**config.mk**
```make
export PLATFORM = sky130hd
export DESIGN_NAME = msc_stat_counters
export DESIGN_NICKNAME = d
export VERILOG_FILES = /design/src/rtl/msc_pkg.sv /design/src/rtl/msc_stat_counters.sv
export SDC_FILE = /design/constraint.sdc
export NUM_CORES = 1
export LEC_CHECK = 0
export BUFFER_PORTS_ARGS = -buffer_cell sky130_fd_sc_hd__buf_2
export CAP_MARGIN = 15
export CORE_AREA = 2 2 175 177
export DETAILED_ROUTE_END_ITERATION = 16
export DIE_AREA = 0 0 177 179
export PLACE_DENSITY_LB_ADDON = 0.08
export SLEW_MARGIN = 20
export SYNTH_ARGS = -nofsm -noshare
export SYNTH_HDL_FRONTEND = slang
export SYNTH_SLANG_ARGS = --single-unit
export TNS_END_PERCENT = 30
```
**constraint.sdc**
```tcl
create_clock -name clk -period 3.4 [get_ports clk]
set_input_delay 0.68 -clock clk [delete_from_list [all_inputs] [get_ports clk]]
set_output_delay 0.68 -clock clk [all_outputs]
set_load 0.05 [all_outputs]
```
**src/rtl/msc_pkg.sv**
```systemverilog
package msc_pkg;
	localparam int MSC_CNT_W = 32;
	localparam int MSC_LEN_W = 16;
	localparam logic [7:0] MSC_OFF_BUCKET = 8'h00;
	localparam logic [7:0] MSC_OFF_BYTES = 8'h04;
	localparam logic [7:0] MSC_OFF_SOF = 8'h08;
	localparam logic [7:0] MSC_OFF_MOF = 8'h0C;
	localparam logic [7:0] MSC_OFF_DMA = 8'h10;
	localparam logic [7:0] MSC_OFF_MAXLEN = 8'h14;
	localparam logic [7:0] MSC_OFF_STATUS = 8'h18;
	localparam logic [7:0] MSC_OFF_MASK = 8'h1C;
	localparam logic [7:0] MSC_OFF_PAUSE = 8'h20;
	localparam logic [15:0] MSC_BUCKET_MIN = 16'h0400;
	localparam logic [15:0] MSC_MAXLEN_RST = 16'h05EE;
	localparam logic [15:0] MSC_PAUSE_LEN = 16'h0040;
	localparam int MSC_ST_BUCKET = 0;
	localparam int MSC_ST_SOF = 1;
	localparam int MSC_ST_MOF = 2;
	localparam int MSC_ST_DMA = 3;
	localparam int MSC_ST_WRAP = 4;
	localparam int MSC_ST_W = 5;

	// One finished frame, transmitted or received.
	typedef struct packed {
		logic valid;
		logic isPause;
		logic lateColl;
		logic excessColl;
		logic underrun;
		logic carrierErr;
		logic [15:0] length;
	} msc_frame_t;

	// Partial byte events: bytes before carrier loss, collision or jam.
	typedef struct packed {
		logic valid;
		logic [15:0] bytes;
	} msc_bytes_t;

	// Receive overrun report, counted only when accepted is set.
	typedef struct packed {
		logic valid;
		logic accepted;
		logic sofOverrun;
		logic mofOverrun;
		logic dmaOverrun;
	} msc_ovr_t;
endpackage

```
**src/rtl/msc_stat_counters.sv**
```systemverilog
`timescale 1ns/1ps
module msc_stat_counters (
	clk,
	rst_n,
	frameEvt,
	partialEvt,
	ovrEvt,
	wb_adr_i,
	wb_dat_i,
	wb_sel_i,
	wb_we_i,
	wb_cyc_i,
	wb_stb_i,
	wb_dat_o,
	wb_ack_o,
	wb_err_o,
	irq
);
	import msc_pkg::*;
	input wire logic clk;
	input wire logic rst_n;
	input wire msc_pkg::msc_frame_t frameEvt;
	input wire msc_pkg::msc_bytes_t partialEvt;
	input wire msc_pkg::msc_ovr_t ovrEvt;
	input wire logic [7:0] wb_adr_i;
	input wire logic [31:0] wb_dat_i;
	input wire logic [3:0] wb_sel_i;
	input wire logic wb_we_i;
	input wire logic wb_cyc_i;
	input wire logic wb_stb_i;
	output logic [31:0] wb_dat_o;
	output logic wb_ack_o;
	output logic wb_err_o;
	output logic irq;

	logic [MSC_CNT_W-1:0] bucket_r;
	logic [MSC_CNT_W-1:0] bytes_r;
	logic [MSC_CNT_W-1:0] sof_r;
	logic [MSC_CNT_W-1:0] mof_r;
	logic [MSC_CNT_W-1:0] dma_r;
	logic [MSC_LEN_W-1:0] maxLen_r;
	logic [MSC_ST_W-1:0] status_r;
	logic [MSC_ST_W-1:0] mask_r;
	logic [MSC_CNT_W-1:0] pause_r;
	logic [MSC_ST_W-1:0] evt;
	logic [MSC_LEN_W-1:0] frameLen;
	logic bucketHit;
	logic [MSC_CNT_W:0] byteSum;
	logic req;
	logic mapped;
	logic [31:0] rdData;
	logic rdStatus;
	logic [MSC_LEN_W-1:0] frameBytes;
	logic [MSC_LEN_W-1:0] partBytes;
	logic ovrTake;

	// Pause frames are always reported at their fixed multicast length.
	assign frameLen = frameEvt.isPause ? MSC_PAUSE_LEN : frameEvt.length;
	// Error bits other than collision, underrun and carrier are not inputs at all, so they cannot gate.
	assign bucketHit = frameEvt.valid && !frameEvt.lateColl && !frameEvt.excessColl && !frameEvt.underrun
		&& !frameEvt.carrierErr && frameLen >= MSC_BUCKET_MIN && frameLen <= maxLen_r;
	// Both byte sources can land in one cycle, so they are summed rather than chosen.
	assign frameBytes = frameEvt.valid ? frameLen : 16'h0000;
	assign partBytes = partialEvt.valid ? partialEvt.bytes : 16'h0000;
	assign byteSum = {1'b0, bytes_r} + {17'h00000, frameBytes} + {17'h00000, partBytes};

	always_ff @(posedge clk or negedge rst_n) begin
		if (!rst_n) begin
			bucket_r <= '0;
			bytes_r <= '0;
		end else begin
			if (bucketHit) begin
				bucket_r <= bucket_r + 32'h00000001;
			end
			bytes_r <= byteSum[MSC_CNT_W-1:0];
		end
	end

	always_ff @(posedge clk or negedge rst_n) begin
		if (!rst_n) begin
			sof_r <= '0;
			mof_r <= '0;
			dma_r <= '0;
		end else if (ovrTake) begin
			if (ovrEvt.sofOverrun) begin
				sof_r <= sof_r + 32'h00000001;
			end
			if (ovrEvt.mofOverrun && !ovrEvt.sofOverrun) begin
				mof_r <= mof_r + 32'h00000001;
			end
			if (ovrEvt.dmaOverrun) begin
				dma_r <= dma_r + 32'h00000001;
			end
		end
	end

	always_ff @(posedge clk or negedge rst_n) begin
		if (!rst_n) begin
			pause_r <= '0;
		end else if (frameEvt.valid && frameEvt.isPause) begin
			pause_r <= pause_r + 32'h00000001;
		end
	end

	assign evt[MSC_ST_BUCKET] = bucketHit;
	assign ovrTake = ovrEvt.valid && ovrEvt.accepted;
	assign evt[MSC_ST_SOF] = ovrTake && ovrEvt.sofOverrun;
	assign evt[MSC_ST_MOF] = ovrTake && ovrEvt.mofOverrun && !ovrEvt.sofOverrun;
	assign evt[MSC_ST_DMA] = ovrTake && ovrEvt.dmaOverrun;
	assign evt[MSC_ST_WRAP] = byteSum[MSC_CNT_W];

	assign req = wb_cyc_i && wb_stb_i && !wb_ack_o && !wb_err_o;
	assign mapped = wb_adr_i <= MSC_OFF_PAUSE && wb_adr_i[1:0] == 2'b00;
	assign rdStatus = req && mapped && !wb_we_i && wb_adr_i == MSC_OFF_STATUS;

	always_comb begin
		rdData = 32'h00000000;
		unique case (wb_adr_i)
			MSC_OFF_BUCKET: rdData = bucket_r;
			MSC_OFF_BYTES: rdData = bytes_r;
			MSC_OFF_SOF: rdData = sof_r;
			MSC_OFF_MOF: rdData = mof_r;
			MSC_OFF_DMA: rdData = dma_r;
			MSC_OFF_MAXLEN: rdData = {16'h0000, maxLen_r};
			MSC_OFF_STATUS: rdData = {27'h0000000, status_r};
			MSC_OFF_MASK: rdData = {27'h0000000, mask_r};
			MSC_OFF_PAUSE: rdData = pause_r;
			default: rdData = 32'h00000000;
		endcase
	end

	// A read clears the status, but an event in the same cycle still sets its bit.
	always_ff @(posedge clk or negedge rst_n) begin
		if (!rst_n) begin
			status_r <= '0;
		end else begin
			status_r <= (rdStatus ? '0 : status_r) | evt;
		end
	end

	always_ff @(posedge clk or negedge rst_n) begin
		if (!rst_n) begin
			maxLen_r <= MSC_MAXLEN_RST;
			mask_r <= '0;
		end else if (req && mapped && wb_we_i) begin
			if (wb_adr_i == MSC_OFF_MAXLEN) begin
				if (wb_sel_i[0]) begin
					maxLen_r[7:0] <= wb_dat_i[7:0];
				end
				if (wb_sel_i[1]) begin
					maxLen_r[15:8] <= wb_dat_i[15:8];
				end
			end
			if (wb_adr_i == MSC_OFF_MASK && wb_sel_i[0]) begin
				mask_r <= wb_dat_i[MSC_ST_W-1:0];
			end
		end
	end

	always_ff @(posedge clk or negedge rst_n) begin
		if (!rst_n) begin
			wb_ack_o <= 1'b0;
			wb_err_o <= 1'b0;
			wb_dat_o <= 32'h00000000;
		end else begin
			wb_ack_o <= req && mapped;
			wb_err_o <= req && !mapped;
			wb_dat_o <= (req && mapped && !wb_we_i) ? rdData : 32'h00000000;
		end
	end

	always_ff @(posedge clk or negedge rst_n) begin
		if (!rst_n) begin
			irq <= 1'b0;
		end else begin
			irq <= |(((rdStatus ? '0 : status_r) | evt) & mask_r);
		end
	end

	a_bucket_count: assert property (@(posedge clk) disable iff (!rst_n)
		bucketHit |=> bucket_r == $past(bucket_r) + 32'h00000001) else $error("bucket missed a frame");
	a_bucket_short: assert property (@(posedge clk) disable iff (!rst_n)
		(frameEvt.valid && !frameEvt.isPause && frameEvt.length < MSC_BUCKET_MIN && !ovrEvt.valid)
		|=> $stable(bucket_r)) else $error("short frame counted in bucket");
	a_bucket_errs: assert property (@(posedge clk) disable iff (!rst_n)
		(frameEvt.valid && frameEvt.lateColl) |=> bucket_r == $past(bucket_r)) else $error("collided frame counted");
	a_byte_sum: assert property (@(posedge clk) disable iff (!rst_n)
		(frameEvt.valid && !frameEvt.isPause && !partialEvt.valid)
		|=> bytes_r == $past(bytes_r) + {16'h0000, $past(frameEvt.length)}) else $error("frame bytes wrong");
	a_byte_partial: assert property (@(posedge clk) disable iff (!rst_n)
		(partialEvt.valid && !frameEvt.valid)
		|=> bytes_r == $past(bytes_r) + {16'h0000, $past(partialEvt.bytes)}) else $error("partial bytes wrong");
	a_sof_count: assert property (@(posedge clk) disable iff (!rst_n)
		(ovrTake && ovrEvt.sofOverrun) |=> sof_r == $past(sof_r) + 32'h00000001) else $error("sof missed");
	a_mof_count: assert property (@(posedge clk) disable iff (!rst_n)
		(ovrEvt.valid && ovrEvt.accepted && ovrEvt.mofOverrun && !ovrEvt.sofOverrun)
		|=> mof_r == $past(mof_r) + 32'h00000001) else $error("mof missed");
	a_dma_reject: assert property (@(posedge clk) disable iff (!rst_n)
		(ovrEvt.valid && !ovrEvt.accepted) |=> $stable(dma_r) && $stable(sof_r)) else $error("unaccepted counted");
	a_pause_len: assert property (@(posedge clk) disable iff (!rst_n)
		(frameEvt.valid && frameEvt.isPause && !partialEvt.valid)
		|=> bytes_r == $past(bytes_r) + 32'h00000040) else $error("pause length wrong");
	a_ack_once: assert property (@(posedge clk) disable iff (!rst_n)
		wb_ack_o |=> !wb_ack_o) else $error("ack held two cycles");
	a_bucket_long: assert property (@(posedge clk) disable iff (!rst_n)
		(frameEvt.valid && !frameEvt.isPause && frameEvt.length > maxLen_r)
		|=> $stable(bucket_r)) else $error("long frame counted in bucket");
	a_bucket_excess: assert property (@(posedge clk) disable iff (!rst_n)
		(frameEvt.valid && frameEvt.excessColl)
		|=> $stable(bucket_r)) else $error("excess collision frame counted");
	a_bucket_under: assert property (@(posedge clk) disable iff (!rst_n)
		(frameEvt.valid && frameEvt.underrun)
		|=> $stable(bucket_r)) else $error("underrun frame counted");
	a_bucket_carrier: assert property (@(posedge clk) disable iff (!rst_n)
		(frameEvt.valid && frameEvt.carrierErr)
		|=> $stable(bucket_r)) else $error("carrier error frame counted");
	a_bucket_edges: assert property (@(posedge clk) disable iff (!rst_n)
		(frameEvt.valid && !frameEvt.isPause && !frameEvt.lateColl && !frameEvt.excessColl
		&& !frameEvt.underrun && !frameEvt.carrierErr && maxLen_r >= MSC_BUCKET_MIN
		&& (frameEvt.length == MSC_BUCKET_MIN || frameEvt.length == maxLen_r))
		|=> bucket_r == $past(bucket_r) + 32'h00000001) else $error("bucket end missed");
	a_bucket_idle: assert property (@(posedge clk) disable iff (!rst_n)
		!bucketHit
		|=> $stable(bucket_r)) else $error("bucket moved without a frame");
	a_byte_both: assert property (@(posedge clk) disable iff (!rst_n)
		(frameEvt.valid && !frameEvt.isPause && partialEvt.valid) |=> bytes_r == $past(bytes_r)
		+ {16'h0000, $past(frameEvt.length)} + {16'h0000, $past(partialEvt.bytes)}) else $error("byte sum wrong");
	a_byte_errs: assert property (@(posedge clk) disable iff (!rst_n)
		(frameEvt.valid && !frameEvt.isPause && !partialEvt.valid && (frameEvt.lateColl || frameEvt.underrun))
		|=> bytes_r == $past(bytes_r) + {16'h0000, $past(frameEvt.length)}) else $error("error frame bytes lost");
	a_byte_idle: assert property (@(posedge clk) disable iff (!rst_n)
		(!frameEvt.valid && !partialEvt.valid)
		|=> $stable(bytes_r)) else $error("bytes moved without an event");
	a_mof_after_sof: assert property (@(posedge clk) disable iff (!rst_n)
		(ovrTake && ovrEvt.sofOverrun)
		|=> $stable(mof_r)) else $error("mof counted with sof");
	a_dma_count: assert property (@(posedge clk) disable iff (!rst_n)
		(ovrTake && ovrEvt.dmaOverrun)
		|=> dma_r == $past(dma_r) + 32'h00000001) else $error("dma overrun missed");
	a_ovr_idle: assert property (@(posedge clk) disable iff (!rst_n)
		!ovrEvt.valid
		|=> $stable(sof_r) && $stable(mof_r) && $stable(dma_r)) else $error("overrun moved without a report");
	a_mof_reject: assert property (@(posedge clk) disable iff (!rst_n)
		(ovrEvt.valid && !ovrEvt.accepted)
		|=> $stable(mof_r)) else $error("unaccepted mof counted");
	a_pause_count: assert property (@(posedge clk) disable iff (!rst_n)
		(frameEvt.valid && frameEvt.isPause)
		|=> pause_r == $past(pause_r) + 32'h00000001) else $error("pause frame missed");
	a_pause_bucket: assert property (@(posedge clk) disable iff (!rst_n)
		(frameEvt.valid && frameEvt.isPause)
		|=> $stable(bucket_r)) else $error("pause frame in bucket");
	a_status_set: assert property (@(posedge clk) disable iff (!rst_n)
		(|evt)
		|=> (status_r & $past(evt)) == $past(evt)) else $error("status event lost");
	a_status_clear: assert property (@(posedge clk) disable iff (!rst_n)
		(rdStatus && !(|evt))
		|=> status_r == '0) else $error("status not cleared by read");
	a_status_hold: assert property (@(posedge clk) disable iff (!rst_n)
		!rdStatus
		|=> (status_r & $past(status_r)) == $past(status_r)) else $error("status bit dropped");
	a_irq_level: assert property (@(posedge clk) disable iff (!rst_n)
		1'b1
		|=> irq == |(status_r & $past(mask_r))) else $error("irq level wrong");
	a_irq_clear: assert property (@(posedge clk) disable iff (!rst_n)
		(rdStatus && !(|evt))
		|=> !irq) else $error("irq stayed after clear");
	a_ack_mapped: assert property (@(posedge clk) disable iff (!rst_n)
		(req && mapped)
		|=> wb_ack_o && !wb_err_o) else $error("mapped access not acked");
	a_err_unmapped: assert property (@(posedge clk) disable iff (!rst_n)
		(req && !mapped)
		|=> wb_err_o && !wb_ack_o) else $error("unmapped access not refused");
	a_err_once: assert property (@(posedge clk) disable iff (!rst_n)
		wb_err_o
		|=> !wb_err_o) else $error("err held two cycles");
	a_ack_err_excl: assert property (@(posedge clk) disable iff (!rst_n)
		!(wb_ack_o && wb_err_o)) else $error("ack and err together");
	a_dat_idle: assert property (@(posedge clk) disable iff (!rst_n)
		!wb_ack_o
		|-> wb_dat_o == 32'h00000000) else $error("read data outside ack");
	a_read_bucket: assert property (@(posedge clk) disable iff (!rst_n)
		(req && mapped && !wb_we_i && wb_adr_i == MSC_OFF_BUCKET)
		|=> wb_dat_o == $past(bucket_r)) else $error("bucket read data wrong");
	a_read_pause: assert property (@(posedge clk) disable iff (!rst_n)
		(req && mapped && !wb_we_i && wb_adr_i == MSC_OFF_PAUSE)
		|=> wb_dat_o == $past(pause_r)) else $error("pause read data wrong");
	// A wrap needs four gigabytes of traffic, so only this property and the whole-register status and irq properties watch the flag.
	a_wrap_flag: assert property (@(posedge clk) disable iff (!rst_n)
		byteSum[MSC_CNT_W]
		|=> status_r[MSC_ST_WRAP]) else $error("byte wrap not flagged");
	a_maxlen_write: assert property (@(posedge clk) disable iff (!rst_n)
		(req && mapped && wb_we_i && wb_adr_i == MSC_OFF_MAXLEN && wb_sel_i[1:0] == 2'b11)
		|=> {16'h0000, maxLen_r} == ($past(wb_dat_i) & 32'h0000FFFF)) else $error("max length not written");
	a_maxlen_lane: assert property (@(posedge clk) disable iff (!rst_n)
		(req && mapped && wb_we_i && wb_adr_i == MSC_OFF_MAXLEN && wb_sel_i[1:0] == 2'b01)
		|=> ((maxLen_r ^ $past(maxLen_r)) & 16'hFF00) == 16'h0000) else $error("max length high byte written");
	a_mask_write: assert property (@(posedge clk) disable iff (!rst_n)
		(req && mapped && wb_we_i && wb_adr_i == MSC_OFF_MASK && wb_sel_i[0])
		|=> {27'h0000000, mask_r} == ($past(wb_dat_i) & 32'h0000001F)) else $error("mask not written");
	a_mask_keep: assert property (@(posedge clk) disable iff (!rst_n)
		(req && mapped && wb_we_i && wb_adr_i == MSC_OFF_MASK && !wb_sel_i[0])
		|=> $stable(mask_r)) else $error("mask written without lane");
	a_count_ro: assert property (@(posedge clk) disable iff (!rst_n)
		(req && wb_we_i && wb_adr_i == MSC_OFF_BUCKET && !bucketHit)
		|=> $stable(bucket_r)) else $error("counter written by bus");

	c_bucket: cover property (@(posedge clk) disable iff (!rst_n) bucketHit);
	c_sof_mof: cover property (@(posedge clk) disable iff (!rst_n) evt[MSC_ST_SOF] ##[1:20] evt[MSC_ST_MOF]);
	c_irq: cover property (@(posedge clk) disable iff (!rst_n) $rose(irq));
	c_both_bytes: cover property (@(posedge clk) disable iff (!rst_n) frameEvt.valid && partialEvt.valid);
	c_err: cover property (@(posedge clk) disable iff (!rst_n) wb_err_o);
endmodule

```
==> results.md, run 1 <==
* Sequential fraction of the synthesis area at 0.479
* Width of the die at 177 microns
* Final setup viols at 0
* Status: finished, final reports clean
* Worst EP arrival at 3.62 ns
* I/O pin count at 128
* Dpl cell area at 0.0150 sq mm
* Vias at 10.4k
* Gr usage total at 0.239
* Kind of end point of the critical path: register
* 1st-iter DRT viols at 603
* Routed Antenna Nets at 0
* H-tree levels at 1
* GP Congestion at 0.849
* N_diodes at 0
* Post-synthesis simple-gate area fraction at 0.170
* CP Class: input pin to register
* TritonCTS Sinks at 253
* Startpoint Class: input pin
* Top cell type by total area after synthesis: dfrtp_1
* RSZ-0062 raised after global routing: yes
* P_leak at 7.40 nW
* Gr ovfl total at 0
* Critical Path RT at 3.83 ns
* Multi-input logic area at 0.00667 sq mm
* Core Area at 0.0300 sq mm
* Syn. warnings at 0
* Synth top area share at 0.463
* Skew final at 0.0193 ns
* Mux share of post-synthesis cell area at 0.0204
* I/O Buffers at 109
* Largest family of logic cells by synthesized area: simple AND/OR/NAND/NOR gates
* Net Count, Synth at 1400
* Critical path, cell by cell: buf_2 > nor2b_1 > and2_1 > fa_1 > ha_1 > a211oi_1 > buf_4 > nor4_1 > nor2_1 > a21oi_2 > o22ai_4 > nor3_1 > buf_4 > a221o_1
* Worst slew pin tran at 0.740 ns
* Antenna violations before repair at 0
* Fin crit period at 3.19 ns
* Post-Route WL at 36800 microns
* Post-Syn Instances at 1253
* Clk_lat worst skew at 0.55 ns
* Number of synthesized flops with an enable pin at 0
* Reg-to-reg setup timing slack at 0.25 ns
* # DRC at 0
* Fill cell count at 2739
* Largest net degree at the start of global routing at 85
* Die height at 179 microns
* Cell Area, Synth at 0.0132 sq mm
* Storage element area at 0.00634 sq mm
* Site Rows at 64
* Layout area overhead at 20.8%
* Reg2reg end: bytes_r[27]$_DFF_PN0_
* Drt wl/cell at 19.6 microns
* Post-DP HPWL at 27700 microns
* Die Footprint at 0.0317 sq mm
* Pwr Density at 552 mW/mm^2
* Finished Cell Area at 0.0160 sq mm
* FF-to-FF Start: bytes_r[1]$_DFF_PN0_
* Starting density of the core at 0.441
* Slew HR at 0.502
* First-pass GRT wire length at 58600 microns
* Synth Area in Compound Gates at 0.126
* Critical path's slowest cell: fa_1
* TritonCTS clock tree: built
* Clock buffer count from CTS at 30
* Ys flop type: dfrtp_1
* FMAX at 314 MHz
* Fin. Hold Viols at 0
* Fin nets at 1600
* Area contributors post-synth: dfrtp_1, xnor2_1, xor2_1
* Max incr delay on CP at 0.44 ns
* DR pass1 iterations at 5
* Commonest cells in the netlist: dfrtp_1, nand2_1, xnor2_1
* Final Max Slew Viols at 0
* Clock transition at the registers of the reported paths at 0.06 ns
* Vias per cell at 5.55
* Fraction of layout instances using a drive strength above 1 at 0.201
* Async SR Flop Fraction at 1.00
* Post-layout util at 0.533
* Max VDD drop at 0.000366 V
* Vias in the first global route at 10.6k
* Critical Path Most Common Cell: buf_4
* Top-count cell post-synth: dfrtp_1
* Post-CTS Setup Inserts at 0
* Post-synthesis adder-cell area fraction at 0.0606
* Count of cell types in the netlist at 64
* Clock Path Buffers at 3
* Crit-path max FO at 10
* Syn_area_per_cell at 10.6 sq um
* Reg2reg path depth at 13
* Tcrit/Tclk final at 0.938
* Synthesized flop and latch total at 253
* Max_cap viols at 0
* Hold Crit Class: input pin to async pin
* Post-synthesis xor/xnor area fraction at 0.120
* Root buf cell: clkbuf_16
## stage by stage
stage / instances / setup WS, ns / TNS, ns / hold WS [ns] / total power, mW
after floorplan: 1253 / -0.145 / -0.504 / 0.384 / 4.76
after global placement: 1817 / -0.509 / -6.15 / 0.457 / 5.65
after detailed placement: 1817 / -0.571 / -6.67 / 0.458 / 5.69
after CTS: 1873 / 0.125 / 0 / 0.172 / 8.88
after global routing: 1873 / -0.00970 / -0.00970 / 0.179 / 9.32
final: 1873 / 0.212 / 0 / 0.129 / 8.83
## routing by layer
layer	global-route usage	up-vias	wire, microns
met4	0.0623	0	818
met3	0.0250	47	1860
met1	0.331	5131	16700
li1	-	4922	-
met2	0.401	289	17400
met5	0	-	0
## worst max path at each step
stage          slack, ns                     to    startpoint  depth (start not counted)
4_1_cts             0.12          irq$_DFF_PN0_  frameEvt[20]                         14
3_5_place_dp       -0.57          irq$_DFF_PN0_  frameEvt[20]                         14
5_1_grt            -0.01          irq$_DFF_PN0_  frameEvt[20]                         14
2_1_floorplan      -0.15  bytes_r[27]$_DFF_PN0_  frameEvt[20]                         16
6_report            0.21          irq$_DFF_PN0_  frameEvt[20]                         14
3_3_place_gp       -0.51          irq$_DFF_PN0_  frameEvt[20]                         14
## final cells by class
type / instances / share of cell area
Inverter: 40 / 0.00938
Clock buffer: 51 / 0.0557
Clock inverter: 5 / 0.00469
Tap cell: 396 / 0.0310
Multi-Input combinational cell: 916 / 0.417
Sequential cell: 253 / 0.396
Timing Repair Buffer: 212 / 0.0862
## cell families (layout without fill, tap and decap cells)
kind of cell | after synthesis | count (layout)
simple gates | 425 | 425
flops | 253 | 253
compound gates | 232 | 232
xor+xnor | 181 | 181
buf+inv | 84 | 308
fa+ha+maj | 54 | 54
mux | 24 | 24
## worst max-delay path, delay by kind of cell
| kind | cells | cell delay, ns |
|---|---|---|
| buffers and inverters | 3 | 0.50 |
| adder cells (fa/ha/maj) | 2 | 0.76 |
| AO/OA/AOI/OAI | 4 | 0.92 |
| AND/OR/NAND/NOR | 5 | 0.75 |
## placed cells by master, fill, tap and decap left out, drive strengths merged, types with 24 or more instances in the layout
cell / Yosys / routed
buf: 8 / 212
and2: 34 / 34
a22oi: 75 / 75
xor2: 78 / 78
mux2: 24 / 24
and3: 28 / 28
ha: 37 / 37
nand3: 57 / 57
nand2: 106 / 106
clkbuf: 36 / 51
inv: 40 / 40
nand4: 50 / 50
xnor2: 103 / 103
nor2: 64 / 64
a31oi: 32 / 32
a21oi: 43 / 43
dfrtp: 245 / 245
## report_power, final
part / internal, mW / switching, mW
logic: 1.04 / 0.999
clock network: 1.91 / 1.25
registers: 3.28 / 0.347
## state kept, by name (all words and copies together), names as in the netlist, 16 cells and up
register	count
bytes_r	32
maxLen_r	16
pause_r	32
sof_r	32
mof_r	32
bucket_r	32
dma_r	32
wb_dat_o	32
## what timing repair did
action | in CTS | in global routing
hold buffers | 0 | 0
resized for setup | 1 | 4
pin swaps | 0 | 1
setup endpoints to repair | 1 | 6
No activity file was read; power rests on OpenSTA's default activity.
==> run 2: changes to the inputs <==
--- a/config.mk
+++ b/config.mk
@@ -7,6 +7,8 @@
 export LEC_CHECK = 0
 export BUFFER_PORTS_ARGS = -buffer_cell sky130_fd_sc_hd__buf_2
 export CAP_MARGIN = 15
+export CELL_PAD_IN_SITES_DETAIL_PLACEMENT = 0
+export CELL_PAD_IN_SITES_GLOBAL_PLACEMENT = 1
 export CORE_AREA = 2 2 175 177
 export DETAILED_ROUTE_END_ITERATION = 16
 export DIE_AREA = 0 0 177 179
==> run 2 against run 1 <==
  * Critical path depth stayed put
  * Highest routed layer unchanged
  * Sequential power barely moved
  * Maximum frequency decreased by 1.2%
  * Non-clock buffer count is 11 lower
  * First-iteration DRC count is 8.5% lower
==> results.md, run 2 (synthesis results as in run 1) <==
* Post-DP HPWL at 27900 microns
* Placed Cells at 1806
* Hold Crit Class: input pin to async pin
* Skew final at 0.0108 ns
* TritonCTS Sinks at 253
* First-pass GRT wire length at 59100 microns
* Fin. Hold Viols at 0
* GP Congestion at 0.814
* Post-Route WL at 37400 microns
* Final setup viols at 0
* Site Rows at 64
* Clock Path Buffers at 3
* Fin crit period at 3.23 ns
* Tcrit/Tclk final at 0.949
* Pwr Density at 558 mW/mm^2
* Worst slew pin tran at 0.707 ns
* TritonCTS clock tree: built
* Fraction of layout instances using a drive strength above 1 at 0.197
* Kind of end point of the critical path: register
* Root buf cell: clkbuf_16
* Post-layout util at 0.531
* Die Footprint at 0.0317 sq mm
* DR pass1 iterations at 7
* Startpoint Class: input pin
* Drt wl/cell at 20.1 microns
* Gr ovfl total at 0
* Max VDD drop at 0.000365 V
* Most frequent cells in the layout: dfrtp_1, buf_2, nand2_1
* Post-CTS Hold Buffers at 0
* Hold WS at 0.0660 ns
* CP Class: input pin to register
* I/O pin count at 128
* Crit-path max FO at 10
* H-tree levels at 1
* Layout area overhead at 20.4%
* Largest net degree at the start of global routing at 70
* Fin nets at 1589
* Pre-CTS setup slack at -0.493 ns
* 1st-iter DRT viols at 552
* Reg2reg path depth at 13
* Crit path from: frameEvt[20]
* Gr usage total at 0.243
* Clk_lat worst skew at 0.55 ns
* M1 WL at 16900 microns
* Routed Antenna Nets at 0
* Core Area at 0.0300 sq mm
* FF-to-FF Start: bytes_r[1]$_DFF_PN0_
* Fill cell count at 2778
* Setup TNS at 0 ns
* Worst EP arrival at 3.66 ns
* RSZ-0062 raised after global routing: no
* FMAX at 310 MHz
* P_leak at 7.37 nW
* Starting density of the core at 0.441
* N_diodes at 0
* # DRC at 0
* Max Used Layer: met4
* Vias in the first global route at 10.5k
* Non-filler cells, final at 1859
* Slew HR at 0.524
* Vias per cell at 5.55
* Max_cap viols at 0
* Width of the die at 177 microns
* I/O Buffers at 109
* Die height at 179 microns
* Clock transition at the registers of the reported paths at 0.06 ns
* Antenna violations before repair at 0
* Vias at 10.3k
* WL met2 at 17900 microns
* Critical Path RT at 3.83 ns
* Clock buffer count from CTS at 30
* Commonest non-fill, non-tap cell in the layout: dfrtp_1
* Setup ws final at 0.174 ns
* Final Max Slew Viols at 0
* Status: finished, final reports clean
* Routed wl met3 at 1580 microns
run 2: per-stage QoR:
stage          total power [mW]  area (sq um)
3_5_place_dp               5.70         14900
2_1_floorplan              4.76         13300
3_3_place_gp               5.67         14900
6_report                   8.89         15900
4_1_cts                    8.94         15900
5_1_grt                    9.40         15900
run 2: layout make-up:
| class | count | area (sq um) | area share |
|---|---|---|---|
| inverters | 40 | 150 | 0.00942 |
| well taps | 396 | 495 | 0.0311 |
| multi-input cells | 916 | 6670 | 0.418 |
| flip-flops and latches | 253 | 6340 | 0.398 |
| repair buffers | 201 | 1310 | 0.0822 |
| clock buffers | 48 | 900 | 0.0564 |
| clock inverters | 5 | 78.8 | 0.00494 |
run 2: path summary, 6_finish.rpt:
path,end,slack (ns)
worst max-delay path,irq$_DFF_PN0_,0.17
worst min register to register,sof_r[31]$_DFFE_PN0P_,0.47
min in group clk,maxLen_r[15]$_DFFE_PN0P_,0.34
max in group asynchronous,maxLen_r[7]$_DFFE_PN1P_,2.57
worst max register to register,bytes_r[27]$_DFF_PN0_,0.22
worst min-delay path,bucket_r[23]$_DFFE_PN0P_,0.07
run 2: timing repair:
| action | 4_1_cts | 5_1_grt |
|---|---|---|
| hold endpoints to repair | 0 | 0 |
| gates resized for setup | 0 | 6 |
| buffers inserted | 0 | 0 |
| endpoints found under the setup margin | 0 | 10 |
run 2: layer usage:
layer	GRT usage	up-vias
met5	0	-
met4	0.0709	0
met3	0.0284	57
met2	0.410	251
met1	0.330	5117
li1	-	4897
run 2: power breakdown:
part           internal [mW]  switching [mW]  leakage, nW  total (mW)
clock network           1.94            1.26        0.479        3.21
logic                   1.04            1.02         3.50        2.06
registers               3.28           0.341         3.38        3.62
run 2: critical path, cell delays in order:
cell	delay (ns)
clkbuf_4	0.17
nor2b_1	0.15
and2_1	0.17
fa_1	0.44
ha_1	0.32
a211oi_1	0.25
buf_4	0.17
nor4_2	0.04
nor2_1	0.30
a21oi_2	0.11
o22ai_1	0.29
nor3_1	0.11
buf_4	0.16
a221o_1	0.29
